**src/lfr_pkg.sv**
```systemverilog
/*
 * Shared constants for the low-frequency receiver control register pair:
 * register indices, field positions, reset values and bus codes.
 * Assumes a 32-bit AXI4-Lite bus where byte address = 4 * register index.
 */
package lfr_pkg;
	// Register indices; the byte address is four times the index.
	localparam int unsigned LFR_ADDR_W = 8;
	localparam logic [5:0] IDX_FILT = 6'h24;
	localparam logic [5:0] IDX_CNT = 6'h25;
	localparam logic [5:0] IDX_AUX = 6'h26;
	localparam logic [5:0] IDX_STAT = 6'h27;
	localparam logic [5:0] IDX_MASK = 6'h28;
	// Reset values.
	localparam logic [7:0] FILT_RST = 8'hc4;
	localparam logic [7:0] CNT_RST = 8'h00;
	localparam logic [3:0] AUX_RST = 4'h0;
	localparam logic [1:0] MASK_RST = 2'h0;
	// Field positions of the filter/polarity register.
	localparam int unsigned DB_LSB = 6;
	localparam int unsigned FT_BIT = 5;
	localparam int unsigned FO_BIT = 4;
	localparam int unsigned POL_BIT = 3;
	// Writable bits of the carrier-count register; the upper nibble is reserved.
	localparam logic [7:0] CNT_WMASK = 8'h0f;
	// Auxiliary control bits.
	localparam int unsigned PAGE_BIT = 0;
	localparam int unsigned TOG_BIT = 1;
	localparam int unsigned AZS_LSB = 2;
	// Interrupt status bits.
	localparam int unsigned ST_CD = 0;
	localparam int unsigned ST_AZ = 1;
	localparam int unsigned IRQ_W = 2;
	// Slicer deadband in millivolts per select code.
	localparam logic [5:0] DB_MV0 = 6'h14;
	localparam logic [5:0] DB_MV1 = 6'h28;
	localparam logic [5:0] DB_MV2 = 6'h32;
	localparam logic [5:0] DB_MV3 = 6'h1e;
	// Auto-zero trigger select codes.
	localparam logic [1:0] AZS_PLAIN = 2'h0;
	localparam logic [1:0] AZS_RAND = 2'h1;
	localparam logic [1:0] AZS_LOW = 2'h2;
	localparam logic [1:0] AZS_HIGH = 2'h3;
	// Bus response codes.
	localparam logic [1:0] RESP_OKAY = 2'h0;
	localparam logic [1:0] RESP_SLVERR = 2'h2;
	// Write channel state.
	typedef enum logic [1:0] {
		LFR_WR_IDLE = 2'b01,
		LFR_WR_RESP = 2'b10
	} lfr_wr_e;
endpackage : lfr_pkg

```
**src/lfr_carrier_val.sv**
```systemverilog
/*
 * Consecutive-carrier validation counter.
 * Assumes one sample_valid pulse per carrier-detect ON-time sample, with
 * sample_hit already qualified against the sample threshold.
 */
`timescale 1ns/100ps
module lfr_carrier_val import lfr_pkg::*; #(
	parameter int unsigned TGT_W = 4
) (
	input wire logic aclk,
	input wire logic aresetn,
	input wire logic sample_valid,
	input wire logic sample_hit,
	input wire logic data_mode,
	input wire logic toggle_mode,
	input wire logic [TGT_W-1:0] run_target,
	output logic validated
);
	logic [TGT_W:0] run_q;

	// Count consecutive hits; the count holds once it has reached target plus one.
	always_ff @(posedge aclk) begin
		if (!aresetn) begin
			run_q <= '0;
			validated <= 1'b0;
		end else begin
			validated <= 1'b0;
			if (data_mode) begin
				run_q <= '0;
			end else if (toggle_mode) begin
				run_q <= '0;
				validated <= sample_valid && sample_hit;
			end else if (sample_valid) begin
				if (!sample_hit) begin
					run_q <= '0;
				end else if (run_q <= {1'b0, run_target}) begin
					run_q <= run_q + 1'b1;
					validated <= (run_q == {1'b0, run_target});
				end
			end
		end
	end
endmodule : lfr_carrier_val

```
**src/lfr_az_gap.sv**
```systemverilog
/*
 * Auto-zero request spacing on received data edges.
 * Assumes data_edge is a one-cycle pulse per demodulated data edge and
 * data_level is the demodulated data state.
 */
`timescale 1ns/100ps
module lfr_az_gap import lfr_pkg::*; (
	input wire logic aclk,
	input wire logic aresetn,
	input wire logic data_mode,
	input wire logic data_edge,
	input wire logic data_level,
	input wire logic [1:0] trig_sel,
	input wire logic [2:0] gap,
	output logic az_req
);
	logic [3:0] cnt_q;
	logic [3:0] lfsr_q;
	logic [1:0] jit_q;
	logic [4:0] lhs;
	logic [4:0] rhs;
	logic lvl_ok;
	logic fire;

	// Random mode compares count+1 against gap+jitter, i.e. gap plus -1, 0 or +1.
	always_comb begin
		lhs = {1'b0, cnt_q} + ((trig_sel == AZS_RAND) ? 5'h01 : 5'h00);
		rhs = {2'h0, gap} + ((trig_sel == AZS_RAND) ? {3'h0, jit_q} : 5'h00);
		lvl_ok = (trig_sel == AZS_LOW) ? !data_level :
			(trig_sel == AZS_HIGH) ? data_level : 1'b1;
		fire = data_mode && !az_req && cnt_q != 4'h0 && lhs >= rhs && lvl_ok;
	end

	// Edge count; saturates so a long wait for the data level cannot wrap it.
	always_ff @(posedge aclk) begin
		if (!aresetn) begin
			cnt_q <= 4'h0;
			az_req <= 1'b0;
		end else begin
			az_req <= fire;
			if (!data_mode || fire) begin
				cnt_q <= 4'h0;
			end else if (data_edge && cnt_q != 4'hf) begin
				cnt_q <= cnt_q + 4'h1;
			end
		end
	end

	// Free-running LFSR; a new jitter of 0, 1 or 2 is drawn at each request.
	always_ff @(posedge aclk) begin
		if (!aresetn) begin
			lfsr_q <= 4'h1;
			jit_q <= 2'h1;
		end else begin
			lfsr_q <= {lfsr_q[2:0], lfsr_q[3] ^ lfsr_q[2]};
			if (fire) begin
				jit_q <= (lfsr_q[1:0] == 2'h3) ? 2'h1 : lfsr_q[1:0];
			end
		end
	end
endmodule : lfr_az_gap

```
**src/lfr_ctrl_ba.sv**
```systemverilog
/*
 * Paged filter/polarity and carrier-count control registers of the
 * low-frequency receiver, with an AXI4-Lite slave, interrupt status and
 * the decode logic those registers steer.
 * Assumes receiver status and events arrive synchronous to aclk.
 */
// The AXI4-Lite interface to the registers is this design's own decision.
// Notes on behaviour
// - The two control registers sit at indices 24h and 25h and are reachable only while the page select bit is one.
// - Bits 7-6 choose the slicer deadband: 20, 40, 50 or 30 mV.
// - Bits 5-4 choose low-pass filtering for 00/01, bi-phase low offset for 10, bi-phase high offset for 11.
// - Bit 3 clear decodes a falling mid-bit edge as zero; set reverses the mapping.
// - The polarity setting has no effect outside data decoding.
// - Reset clears the polarity bit.
// - Bits 2-0 give the least number of data edges between two auto-zero requests.
// - The carrier flag sets when consecutive carrier samples reach the count field plus one.
// - Only consecutive carrier samples count; a sample without carrier zeroes the count.
// - In data mode the validation count is treated as zero.
// - The first carrier validation starts the receive chain.
// - Toggle mode disables the consecutive count.
// - The trigger select qualifies auto-zero requests by plain, randomised or data-level rules.
`timescale 1ns/100ps
module lfr_ctrl_ba import lfr_pkg::*; (
	input wire logic aclk,
	input wire logic aresetn,
	input wire logic [LFR_ADDR_W-1:0] s_axi_awaddr,
	input wire logic s_axi_awvalid,
	output logic s_axi_awready,
	input wire logic [31:0] s_axi_wdata,
	input wire logic [3:0] s_axi_wstrb,
	input wire logic s_axi_wvalid,
	output logic s_axi_wready,
	output logic [1:0] s_axi_bresp,
	output logic s_axi_bvalid,
	input wire logic s_axi_bready,
	input wire logic [LFR_ADDR_W-1:0] s_axi_araddr,
	input wire logic s_axi_arvalid,
	output logic s_axi_arready,
	output logic [31:0] s_axi_rdata,
	output logic [1:0] s_axi_rresp,
	output logic s_axi_rvalid,
	input wire logic s_axi_rready,
	input wire logic rx_data_mode,
	input wire logic carrier_sample_valid,
	input wire logic carrier_sample_hit,
	input wire logic midbit_valid,
	input wire logic midbit_rising,
	input wire logic data_edge,
	input wire logic data_level,
	output logic [1:0] slicer_deadband,
	output logic [5:0] deadband_mv,
	output logic filter_type_sel,
	output logic filter_offset_sel,
	output logic [2:0] edge_gap_count,
	output logic decoded_valid,
	output logic decoded_bit,
	output logic auto_zero_req,
	output logic rx_chain_start,
	output logic carrier_detect_flag,
	output logic irq
);
	lfr_wr_e wr_st_q;
	logic [5:0] aw_idx_q;
	logic [7:0] wdata_q;
	logic wlane_q;
	logic [7:0] filt_q;
	logic [7:0] cnt_q;
	logic [3:0] aux_q;
	logic [IRQ_W-1:0] stat_q;
	logic [IRQ_W-1:0] mask_q;
	logic [IRQ_W-1:0] ev;
	logic [IRQ_W-1:0] w1c;
	logic wr_go;
	logic validated;
	logic page;

	// The full six-bit index is decoded; byte offsets are dropped.
	function automatic logic idx_ok(input logic [5:0] idx, input logic pg);
		idx_ok = ((idx == IDX_FILT || idx == IDX_CNT) && pg)
			|| idx == IDX_AUX || idx == IDX_STAT || idx == IDX_MASK;
	endfunction : idx_ok

	// Readback mux; unused bits above each register read as zero.
	function automatic logic [31:0] rd_val(input logic [5:0] idx);
		rd_val = 32'h0000_0000;
		case (idx)
			IDX_FILT: rd_val = {24'h00_0000, filt_q};
			IDX_CNT: rd_val = {24'h00_0000, cnt_q};
			IDX_AUX: rd_val = {28'h000_0000, aux_q};
			IDX_STAT: rd_val = {30'h0000_0000, stat_q};
			IDX_MASK: rd_val = {30'h0000_0000, mask_q};
			default: rd_val = 32'h0000_0000;
		endcase
	endfunction : rd_val

	assign page = aux_q[PAGE_BIT];
	assign wr_go = (wr_st_q == LFR_WR_IDLE) && !s_axi_awready && !s_axi_wready;
	assign s_axi_bvalid = wr_st_q[1];

	// Write channel: address and data are taken in either order, then one response.
	always_ff @(posedge aclk) begin
		if (!aresetn) begin
			wr_st_q <= LFR_WR_IDLE;
			s_axi_awready <= 1'b1;
			s_axi_wready <= 1'b1;
			s_axi_bresp <= RESP_OKAY;
			aw_idx_q <= 6'h00;
			wdata_q <= 8'h00;
			wlane_q <= 1'b0;
		end else begin
			if (s_axi_awvalid && s_axi_awready) begin
				s_axi_awready <= 1'b0;
				aw_idx_q <= s_axi_awaddr[7:2];
			end
			if (s_axi_wvalid && s_axi_wready) begin
				s_axi_wready <= 1'b0;
				wdata_q <= s_axi_wdata[7:0];
				wlane_q <= s_axi_wstrb[0];
			end
			unique case (wr_st_q)
				LFR_WR_IDLE: begin
					if (wr_go) begin
						wr_st_q <= LFR_WR_RESP;
						s_axi_bresp <= idx_ok(aw_idx_q, page) ? RESP_OKAY : RESP_SLVERR;
					end
				end
				LFR_WR_RESP: begin
					if (s_axi_bready) begin
						wr_st_q <= LFR_WR_IDLE;
						s_axi_awready <= 1'b1;
						s_axi_wready <= 1'b1;
					end
				end
			endcase
		end
	end

	// Read channel: one read at a time, answered one cycle after the address.
	always_ff @(posedge aclk) begin
		if (!aresetn) begin
			s_axi_arready <= 1'b1;
			s_axi_rvalid <= 1'b0;
			s_axi_rdata <= 32'h0000_0000;
			s_axi_rresp <= RESP_OKAY;
		end else if (s_axi_arvalid && s_axi_arready) begin
			s_axi_arready <= 1'b0;
			s_axi_rvalid <= 1'b1;
			if (idx_ok(s_axi_araddr[7:2], page)) begin
				s_axi_rdata <= rd_val(s_axi_araddr[7:2]);
				s_axi_rresp <= RESP_OKAY;
			end else begin
				s_axi_rdata <= 32'h0000_0000;
				s_axi_rresp <= RESP_SLVERR;
			end
		end else if (s_axi_rvalid && s_axi_rready) begin
			s_axi_rvalid <= 1'b0;
			s_axi_arready <= 1'b1;
		end
	end

	// Control registers; a paged register only takes a write while the page is open.
	always_ff @(posedge aclk) begin
		if (!aresetn) begin
			filt_q <= FILT_RST;
			cnt_q <= CNT_RST;
			aux_q <= AUX_RST;
			mask_q <= MASK_RST;
		end else if (wr_go && wlane_q) begin
			if (aw_idx_q == IDX_FILT && page) begin
				filt_q <= wdata_q;
			end
			if (aw_idx_q == IDX_CNT && page) begin
				cnt_q <= wdata_q & CNT_WMASK;
			end
			if (aw_idx_q == IDX_AUX) begin
				aux_q <= wdata_q[3:0];
			end
			if (aw_idx_q == IDX_MASK) begin
				mask_q <= wdata_q[IRQ_W-1:0];
			end
		end
	end

	assign slicer_deadband = filt_q[DB_LSB+1:DB_LSB];
	assign filter_type_sel = filt_q[FT_BIT];
	assign filter_offset_sel = filt_q[FO_BIT];
	assign edge_gap_count = filt_q[2:0];

	// Deadband in millivolts; the code 11 default is the second smallest value, not the largest.
	always_ff @(posedge aclk) begin
		if (!aresetn) begin
			deadband_mv <= DB_MV3;
		end else begin
			unique case (filt_q[DB_LSB+1:DB_LSB])
				2'h0: deadband_mv <= DB_MV0;
				2'h1: deadband_mv <= DB_MV1;
				2'h2: deadband_mv <= DB_MV2;
				2'h3: deadband_mv <= DB_MV3;
			endcase
		end
	end

	// Mid-bit decode; outside data mode nothing is decoded, so polarity is moot.
	always_ff @(posedge aclk) begin
		if (!aresetn) begin
			decoded_valid <= 1'b0;
			decoded_bit <= 1'b0;
		end else begin
			decoded_valid <= midbit_valid && rx_data_mode;
			if (midbit_valid && rx_data_mode) begin
				decoded_bit <= midbit_rising ^ filt_q[POL_BIT];
			end
		end
	end

	lfr_carrier_val #(
		.TGT_W(4)
	) u_carrier (
		.aclk(aclk),
		.aresetn(aresetn),
		.sample_valid(carrier_sample_valid),
		.sample_hit(carrier_sample_hit),
		.data_mode(rx_data_mode),
		.toggle_mode(aux_q[TOG_BIT]),
		.run_target(cnt_q[3:0]),
		.validated(validated)
	);

	lfr_az_gap u_az (
		.aclk(aclk),
		.aresetn(aresetn),
		.data_mode(rx_data_mode),
		.data_edge(data_edge),
		.data_level(data_level),
		.trig_sel(aux_q[AZS_LSB+1:AZS_LSB]),
		.gap(filt_q[2:0]),
		.az_req(auto_zero_req)
	);

	assign ev[ST_CD] = validated;
	assign ev[ST_AZ] = auto_zero_req;
	assign w1c = (wr_go && wlane_q && aw_idx_q == IDX_STAT) ? wdata_q[IRQ_W-1:0] : '0;
	assign carrier_detect_flag = stat_q[ST_CD];

	// Sticky status; a new event in the clearing cycle keeps its bit set.
	always_ff @(posedge aclk) begin
		if (!aresetn) begin
			stat_q <= '0;
		end else begin
			stat_q <= (stat_q & ~w1c) | ev;
		end
	end

	// Chain start fires only on a validation that finds the flag clear.
	always_ff @(posedge aclk) begin
		if (!aresetn) begin
			rx_chain_start <= 1'b0;
		end else begin
			rx_chain_start <= validated && !stat_q[ST_CD];
		end
	end

	// Interrupt follows the status one cycle later to keep the output registered.
	always_ff @(posedge aclk) begin
		if (!aresetn) begin
			irq <= 1'b0;
		end else begin
			irq <= |(stat_q & mask_q);
		end
	end
endmodule : lfr_ctrl_ba

```
**config.mk**
```make
export PLATFORM = sky130hd
export DESIGN_NAME = lfr_ctrl_ba
export DESIGN_NICKNAME = d
export VERILOG_FILES = /design/src/lfr_pkg.sv /design/src/lfr_carrier_val.sv /design/src/lfr_az_gap.sv /design/src/lfr_ctrl_ba.sv
export SDC_FILE = /design/constraint.sdc
export NUM_CORES = 1
export LEC_CHECK = 0
export BUFFER_PORTS_ARGS = -buffer_cell sky130_fd_sc_hd__buf_4
export CAP_MARGIN = 20
export CELL_PAD_IN_SITES_DETAIL_PLACEMENT = 0
export CELL_PAD_IN_SITES_GLOBAL_PLACEMENT = 1
export CORE_MARGIN = 2
export CORE_UTILIZATION = 37
export DETAILED_ROUTE_END_ITERATION = 16
export PLACE_DENSITY_LB_ADDON = 0.1
export SLEW_MARGIN = 40
export SYNTH_ARGS = -nofsm -noshare
export SYNTH_HDL_FRONTEND = slang
export SYNTH_HIERARCHICAL = 1
export SYNTH_SLANG_ARGS = --single-unit
```
**constraint.sdc**
```tcl
create_clock -name aclk -period 3.55 [get_ports aclk]
set_input_delay 0.355 -clock aclk [delete_from_list [all_inputs] [get_ports aclk]]
set_output_delay 0.355 -clock aclk [all_outputs]
set_load 0.02 [all_outputs]
```
# ---- Word level (Yosys, flattened, before mapping)
# Index checks and enable logic that the tools add are counted.
dict set report totals {
  elab_cells 143
  regBits 104
  input_bits 66
}
dict set report classes {
  n_addsub 4
  order_cmp 2
  n_bitwise 7
  n_eq_ne 24
  n_reduce_logical 49
  mux 30
}
# operator n
set op_table {}
lappend op_table {{$eq A6 B6 Y1 const B} 10}
lappend op_table {{$pmux W8 S5} 1}
lappend op_table {{$mux W32} 1}
lappend op_table {{$pmux W6 S4} 1}
lappend op_table {{$logic_and A1 B1 Y1} 20}
lappend op_table {{$mux W1} 17}
lappend op_table {{$mux W2} 7}
lappend op_table {{$reduce_and A2 Y1} 7}
lappend op_table {{$eq A2 B2 Y1 const B} 6}
lappend op_table {{$mux W5} 2}
lappend op_table {{$logic_or A1 B1 Y1} 9}
lappend op_table {{$eq A2 B1 Y1 const B} 3}
lappend op_table {{$logic_not A1 Y1} 6}
lappend op_table {{$reduce_or A2 Y1} 3}
lappend op_table {{$add A3 B5 Y5} 1}
lappend op_table {{$add A4 B5 Y5} 1}
lappend op_table {{$add A5 B1 Y5 const B} 1}
lappend op_table {{$eq A5 B4 Y1} 1}
lappend op_table {{$ge A5 B5 Y1} 1}
lappend op_table {{$le A5 B4 Y1} 1}
lappend op_table {{$add A4 B1 Y4 const B} 1}
lappend op_table {{$and A2 B2 Y2} 2}
lappend op_table {{$ne A2 B2 Y1 const B} 2}
lappend op_table {{$ne A4 B4 Y1 const B} 1}
lappend op_table {{other kinds (10)} 11}

# ---- Longest topological paths before layout
dict set report depth {
  word_depth 9
  ltp_mapped 12
  mapped_depth_nobuf 11
}

# ---- Modules after synthesis
# The synthesis kept the hierarchy.
# module cells_each area_each_um2 n_inst
set by_module_without_submodules {}
lappend by_module_without_submodules {lfr_ctrl_ba 293 2648.8 1}
lappend by_module_without_submodules {lfr_az_gap 76 721.9 1}
lappend by_module_without_submodules {lfr_carrier_val 59 483.0 1}

# ---- Worst setup path after synthesis
# OpenSTA, ideal clock, no wires.
dict set report synth_path {
  path_kind {reg-to-reg}
  start {register aux_q[2]}
  end {register u_az.jit_q[1]}
  path_stages_with_launch 13
  required_time_ns 3.434
  setup_time_ns 0.116
  synth_period_minus_slack_ns 2.461
  arrival_ns 2.346
  setup_slack_ns 1.089
  cell_sequence {dfxtp_1 -> nor2b_1 -> and2_1 -> ha_1 -> inv_1 -> fa_1 -> xor2_1 -> ha_1 -> o21ai_0 -> o21ai_1 -> and2_1 -> buf_6 -> a31o_1}
}
dict set report synth_between {
  elab_chain_cells 6
}
# element line_no
set synth_lines {}
lappend synth_lines {{start: declaration} lfr_ctrl_ba.sv:68} ;# logic [3:0] aux_q;
lappend synth_lines {{start signal: assignment} lfr_ctrl_ba.sv:176} ;# aux_q <= wdata_q[3:0];
lappend synth_lines {{$eq A2 B1 Y1} {lfr_az_gap.sv:27, lfr_az_gap.sv:28}}
lappend synth_lines {{$mux W1 / $mux W2 (equally long branches)} {lfr_az_gap.sv:27, lfr_az_gap.sv:28}}
lappend synth_lines {{$add A4 B5 Y5 / $add A3 B5 Y5 (equally long branches)} {lfr_az_gap.sv:27, lfr_az_gap.sv:28}}
lappend synth_lines {{$ge A5 B5 Y1} lfr_az_gap.sv:31} ;# fire = data_mode && !az_req && cnt_q != 4'h0 && lhs >= rhs && lvl_ok;
lappend synth_lines {{$logic_and A1 B1 Y1} lfr_az_gap.sv:31}
lappend synth_lines {{$logic_and A1 B1 Y1 *} lfr_az_gap.sv:31}
lappend synth_lines {{end signal: assignment} lfr_az_gap.sv:57} ;# jit_q <= (lfsr_q[1:0] == 2'h3) ? 2'h1 : lfsr_q[1:0];
lappend synth_lines {{end: declaration} lfr_az_gap.sv:19} ;# logic [1:0] jit_q;
# Mark *: on every way between the ends. The rest lies on a longest branch, timed or not.
# A chain may end at the register's enable or synchronous reset.

# ---- Final worst setup path
dict set report layout_path {
  start {register aux_q[2]}
  end {register u_az.jit_q[0]}
}
# The elaborated chain is that of the path after synthesis.

==> results_tabular.tex <==
\begin{tabular}{lr}
\hline
Metric & Value \\
\hline
\multicolumn{2}{l}{\textbf{Clock network}} \\
Clock tree from TritonCTS & done \\
\# resized after CTS & 0 \\
Later-pin clock latency in the skew report & about 0.34 ns \\
H-tree Lvls & 3 \\
Number of buffers inserted during clock tree synthesis & 9 \\
Clock Root Buffer & clkbuf\_8 \\
Number of sinks on the clock net & 77 \\
Post-CTS setup buffers & 0 \\
Cts hold-fix bufs & 0 \\
Buffers from clock root to sink, at most & 2 \\
Clock transition at the register clock pins on the worst setup and hold paths after CTS & roughly 0.08 ns \\
\multicolumn{2}{l}{\textbf{Detailed routing}} \\
Average wire length per cell after detail routing & around 13 microns \\
DRT iter0 DRCs & 99 \\
Total wire length & 8.13 mm \\
Via count normalized by instance count & around 4.8 \\
Drc violations & 0 \\
Total iterations of the first detailed-routing run & 4 \\
Number of vias in the routed layout & approximately 3k \\
Detail Route Antenna Nets & 0 \\
\multicolumn{2}{l}{\textbf{Global route}} \\
GRT Util Overall & $\sim$15\% \\
Global-route wire length before repair & roughly 14 mm \\
Vias in the first global route & 2862 \\
Number of antenna violations at the first check in global routing & 0 \\
GR Overflow Total & 0 \\
Maximum number of pins on one net before global-route repair & 37 \\
\multicolumn{2}{l}{\textbf{STA}} \\
Final count of negative-setup-slack endpoints & 0 \\
Number of hold-slack violations in the final timing report & 0 \\
Worst slew margin relative to its limit & 53.6\% \\
Number of pins exceeding their max-slew limit in the final report & 0 \\
Final total negative setup slack & 0 ns \\
Time the final worst path needs with I/O delays and setup & 2.64 ns \\
RSZ-0062 raised after global routing & false \\
Max Freq & 378 MHz \\
Maximum clock skew at final layout & 0.00886 ns \\
Measured slew at the worst slew-check pin & roughly 0.69 ns \\
Post-route clock period utilization & between 70\% and 80\% \\
Setup slack of the critical path after layout & 0.907 ns \\
\multicolumn{2}{l}{\textbf{Power}} \\
Power density over the cells & roughly 380 mW/mm\^{}2 \\
Reported leakage power & between 2 and 2.5 nW \\
Maximum VDD drop & roughly 0.00017 V \\
\multicolumn{2}{l}{\textbf{Synth}} \\
Share of the synthesized area in the top cell type & 40.0\% \\
Synth Cell Area & approximately 0.0039 sq mm \\
Part of the Yosys area used for sequential elements & around 40\% \\
Number of instances in the synthesized netlist & around 430 \\
Top FF cell, synth & dfxtp\_1 \\
Post-synth EDFFs & 0 \\
Yosys warnings & 6 \\
FF+latch count, synth & 77 \\
Fraction of registers with async set/reset & 0\% \\
Largest cells by area after synthesis & dfxtp\_1 40\%, buf\_4 6.4\%, ha\_1 6.2\% \\
Number of different library cells in the post-synthesis netlist & 65 \\
Mean instance size in the synthesized netlist & about 9 sq um \\
Dominant cell type by area after synthesis & dfxtp\_1 \\
\multicolumn{2}{l}{\textbf{Placement}} \\
Inst Count DP & between 600 and 700 \\
Pre-CTS setup slack & 0.886 ns \\
Buffers on Ports & 67 \\
Placed inst area & between 0.004 and 0.005 sq mm \\
HPWL after detailed placement & between 6 and 7 mm \\
Gpl congestion & 0.816 \\
\multicolumn{2}{l}{\textbf{Cells and area}} \\
Fraction of layout cells with a size suffix above 1 & 20.8\% \\
Most common cell after layout, fill and taps aside & dfxtp\_1 \\
\# nets final & about 570 \\
Post-route standard cell area excluding fillers & $\sim$0.0045 sq mm \\
Layout filler cell count & approximately 1.0k \\
Number of standard cells in the layout, taps in and fillers out & approximately 630 \\
\# diodes & 0 \\
Commonest cells after routing, fill and taps aside & 77 x dfxtp\_1, 68 x buf\_4, 36 x nand2\_1, 33 x nor2\_1, 31 x nand3\_1 \\
Area growth from synthesis to layout & 17.2\% \\
\multicolumn{2}{l}{\textbf{Floorplan}} \\
Effective utilization at floorplan & a little under two fifths \\
Row count & 37 \\
Area of the die & approximately 0.011 sq mm \\
Area of the core & just over 0.01 sq mm \\
DIE WIDTH & between 100 and 150 microns \\
Top-level I/O count & approximately 130 \\
DIE HEIGHT & around 110 microns \\
\multicolumn{2}{l}{\textbf{Critical path}} \\
Critical setup path kind & reg2reg \\
Worst setup path start & aux\_q[2] \\
Endpoint class of the critical path & flip-flop \\
Startpoint of the worst-slack reg-to-reg timing path & aux\_q[2] \\
CP max FO & 6 \\
Launching element type of the critical path & flip-flop \\
Data required time at the worst endpoint & about 3.8 ns \\
Data arrival at the endpoint of the critical path & approximately 2.9 ns \\
\multicolumn{2}{l}{\textbf{Status}} \\
Outcome & finished clean \\
\multicolumn{2}{l}{\textbf{Worst hold path}} \\
Class of the most critical hold timing path & in2reg \\
Min-delay src & midbit\_valid \\
\multicolumn{2}{l}{\textbf{Run}} \\
Max-capacitance violation count & 0 \\
\hline
\end{tabular}
==> sequential cells by signal, summed over array words and instances (netlist names), 2 cells and up <==
name and count:
aux_q 4, aw_idx_q 6, cnt_q 4, deadband_mv 5, filt_q 8, mask_q 2
s_axi_rdata 8, stat_q 2, u_az/cnt_q 4, u_az/jit_q 2, u_az/lfsr_q 4, u_carrier/run_q 5
wdata_q 8, wr_st_q 2
==> worst max-delay path, cell delays in order (launching register included) <==
cell and delay (ns):
dfxtp_1 0.39, nor2b_1 0.22, and2_1 0.16, ha_1 0.16, inv_1 0.05, fa_1 0.37, xor2_1 0.15, ha_1 0.28
o21ai_0 0.07, o21ai_1 0.25, and2_1 0.30, a31oi_1 0.11
==> synth_stat cells (all sizes together), types with 2 or more instances <==
master	n
a21o	2
a21oi	23
a221o	2
a22oi	9
a31oi	8
and2	10
and3	5
buf	38
clkbuf	9
dfxtp	77
ha	19
inv	21
mux2	2
mux2i	17
nand2	36
nand2b	5
nand3	31
nand4	7
nor2	34
nor2b	3
nor3	7
nor3b	4
nor4	2
nor4b	2
o211ai	2
o21ai	17
o221a	3
o311ai	2
xnor2	5
xor2	4
==> report_power, final <==
part           switching [mW]  total, mW  internal, mW
clock                   0.335      0.635         0.300
sequential             0.0268      0.915         0.888
combinational           0.104      0.171        0.0672
==> routing by layer <==
layer	vias up	routed length, microns	global-route usage, %
met5	-	0	0
met4	0	79	4.70
met3	6	356	3.68
met2	62	3630	22.7
met1	1373	4060	21.8
li1	1575	-	-
==> area by class of cell <==
class                   instances  area (sq um)  share of cell area, %
clock buffers                  11           151                   3.35
flip-flops and latches         77          1540                   34.1
multi-input cells             309          2020                   44.7
inverters                      21          78.8                   1.75
well taps                     136           170                   3.77
clock inverters                 5          42.5                  0.942
repair buffers                 68           510                   11.3
==> per-stage QoR <==
step                utilization (%)  hold slack, ns  power [mW]
floorplan                         -           0.417        1.06
global placement               42.2           0.445        1.11
detailed placement             42.2           0.446        1.11
CTS                            44.1           0.200        1.75
global route                   44.1           0.200        1.81
finish                         44.1           0.216        1.72
==> cells by family (layout without fill, tap and decap cells) <==
logic type | Yosys count | count (layout) | synth area share [%]
XOR/XNOR | 9 | 9 | 2.05
flip-flops | 77 | 77 | 40.0
buffers and inverters | 68 | 105 | 10.1
adder cells (fa/ha/maj) | 20 | 20 | 6.69
other | 1 | 27 | 0.0973
AND/OR/NAND/NOR | 158 | 158 | 22.6
AO/OA/AOI/OAI | 76 | 76 | 13.5
multiplexers | 19 | 19 | 5.00
==> final timing paths <==
kind / cells past startpoint / slack (ns) / endpoint
max: 11 / 0.91 / u_az/jit_q[0]
min: 2 / 0.22 / decoded_bit
max reg2reg: 11 / 0.91 / u_az/jit_q[0]
min reg2reg: 2 / 0.46 / wdata_q[4]
No activity file was read; power rests on OpenSTA's default activity.
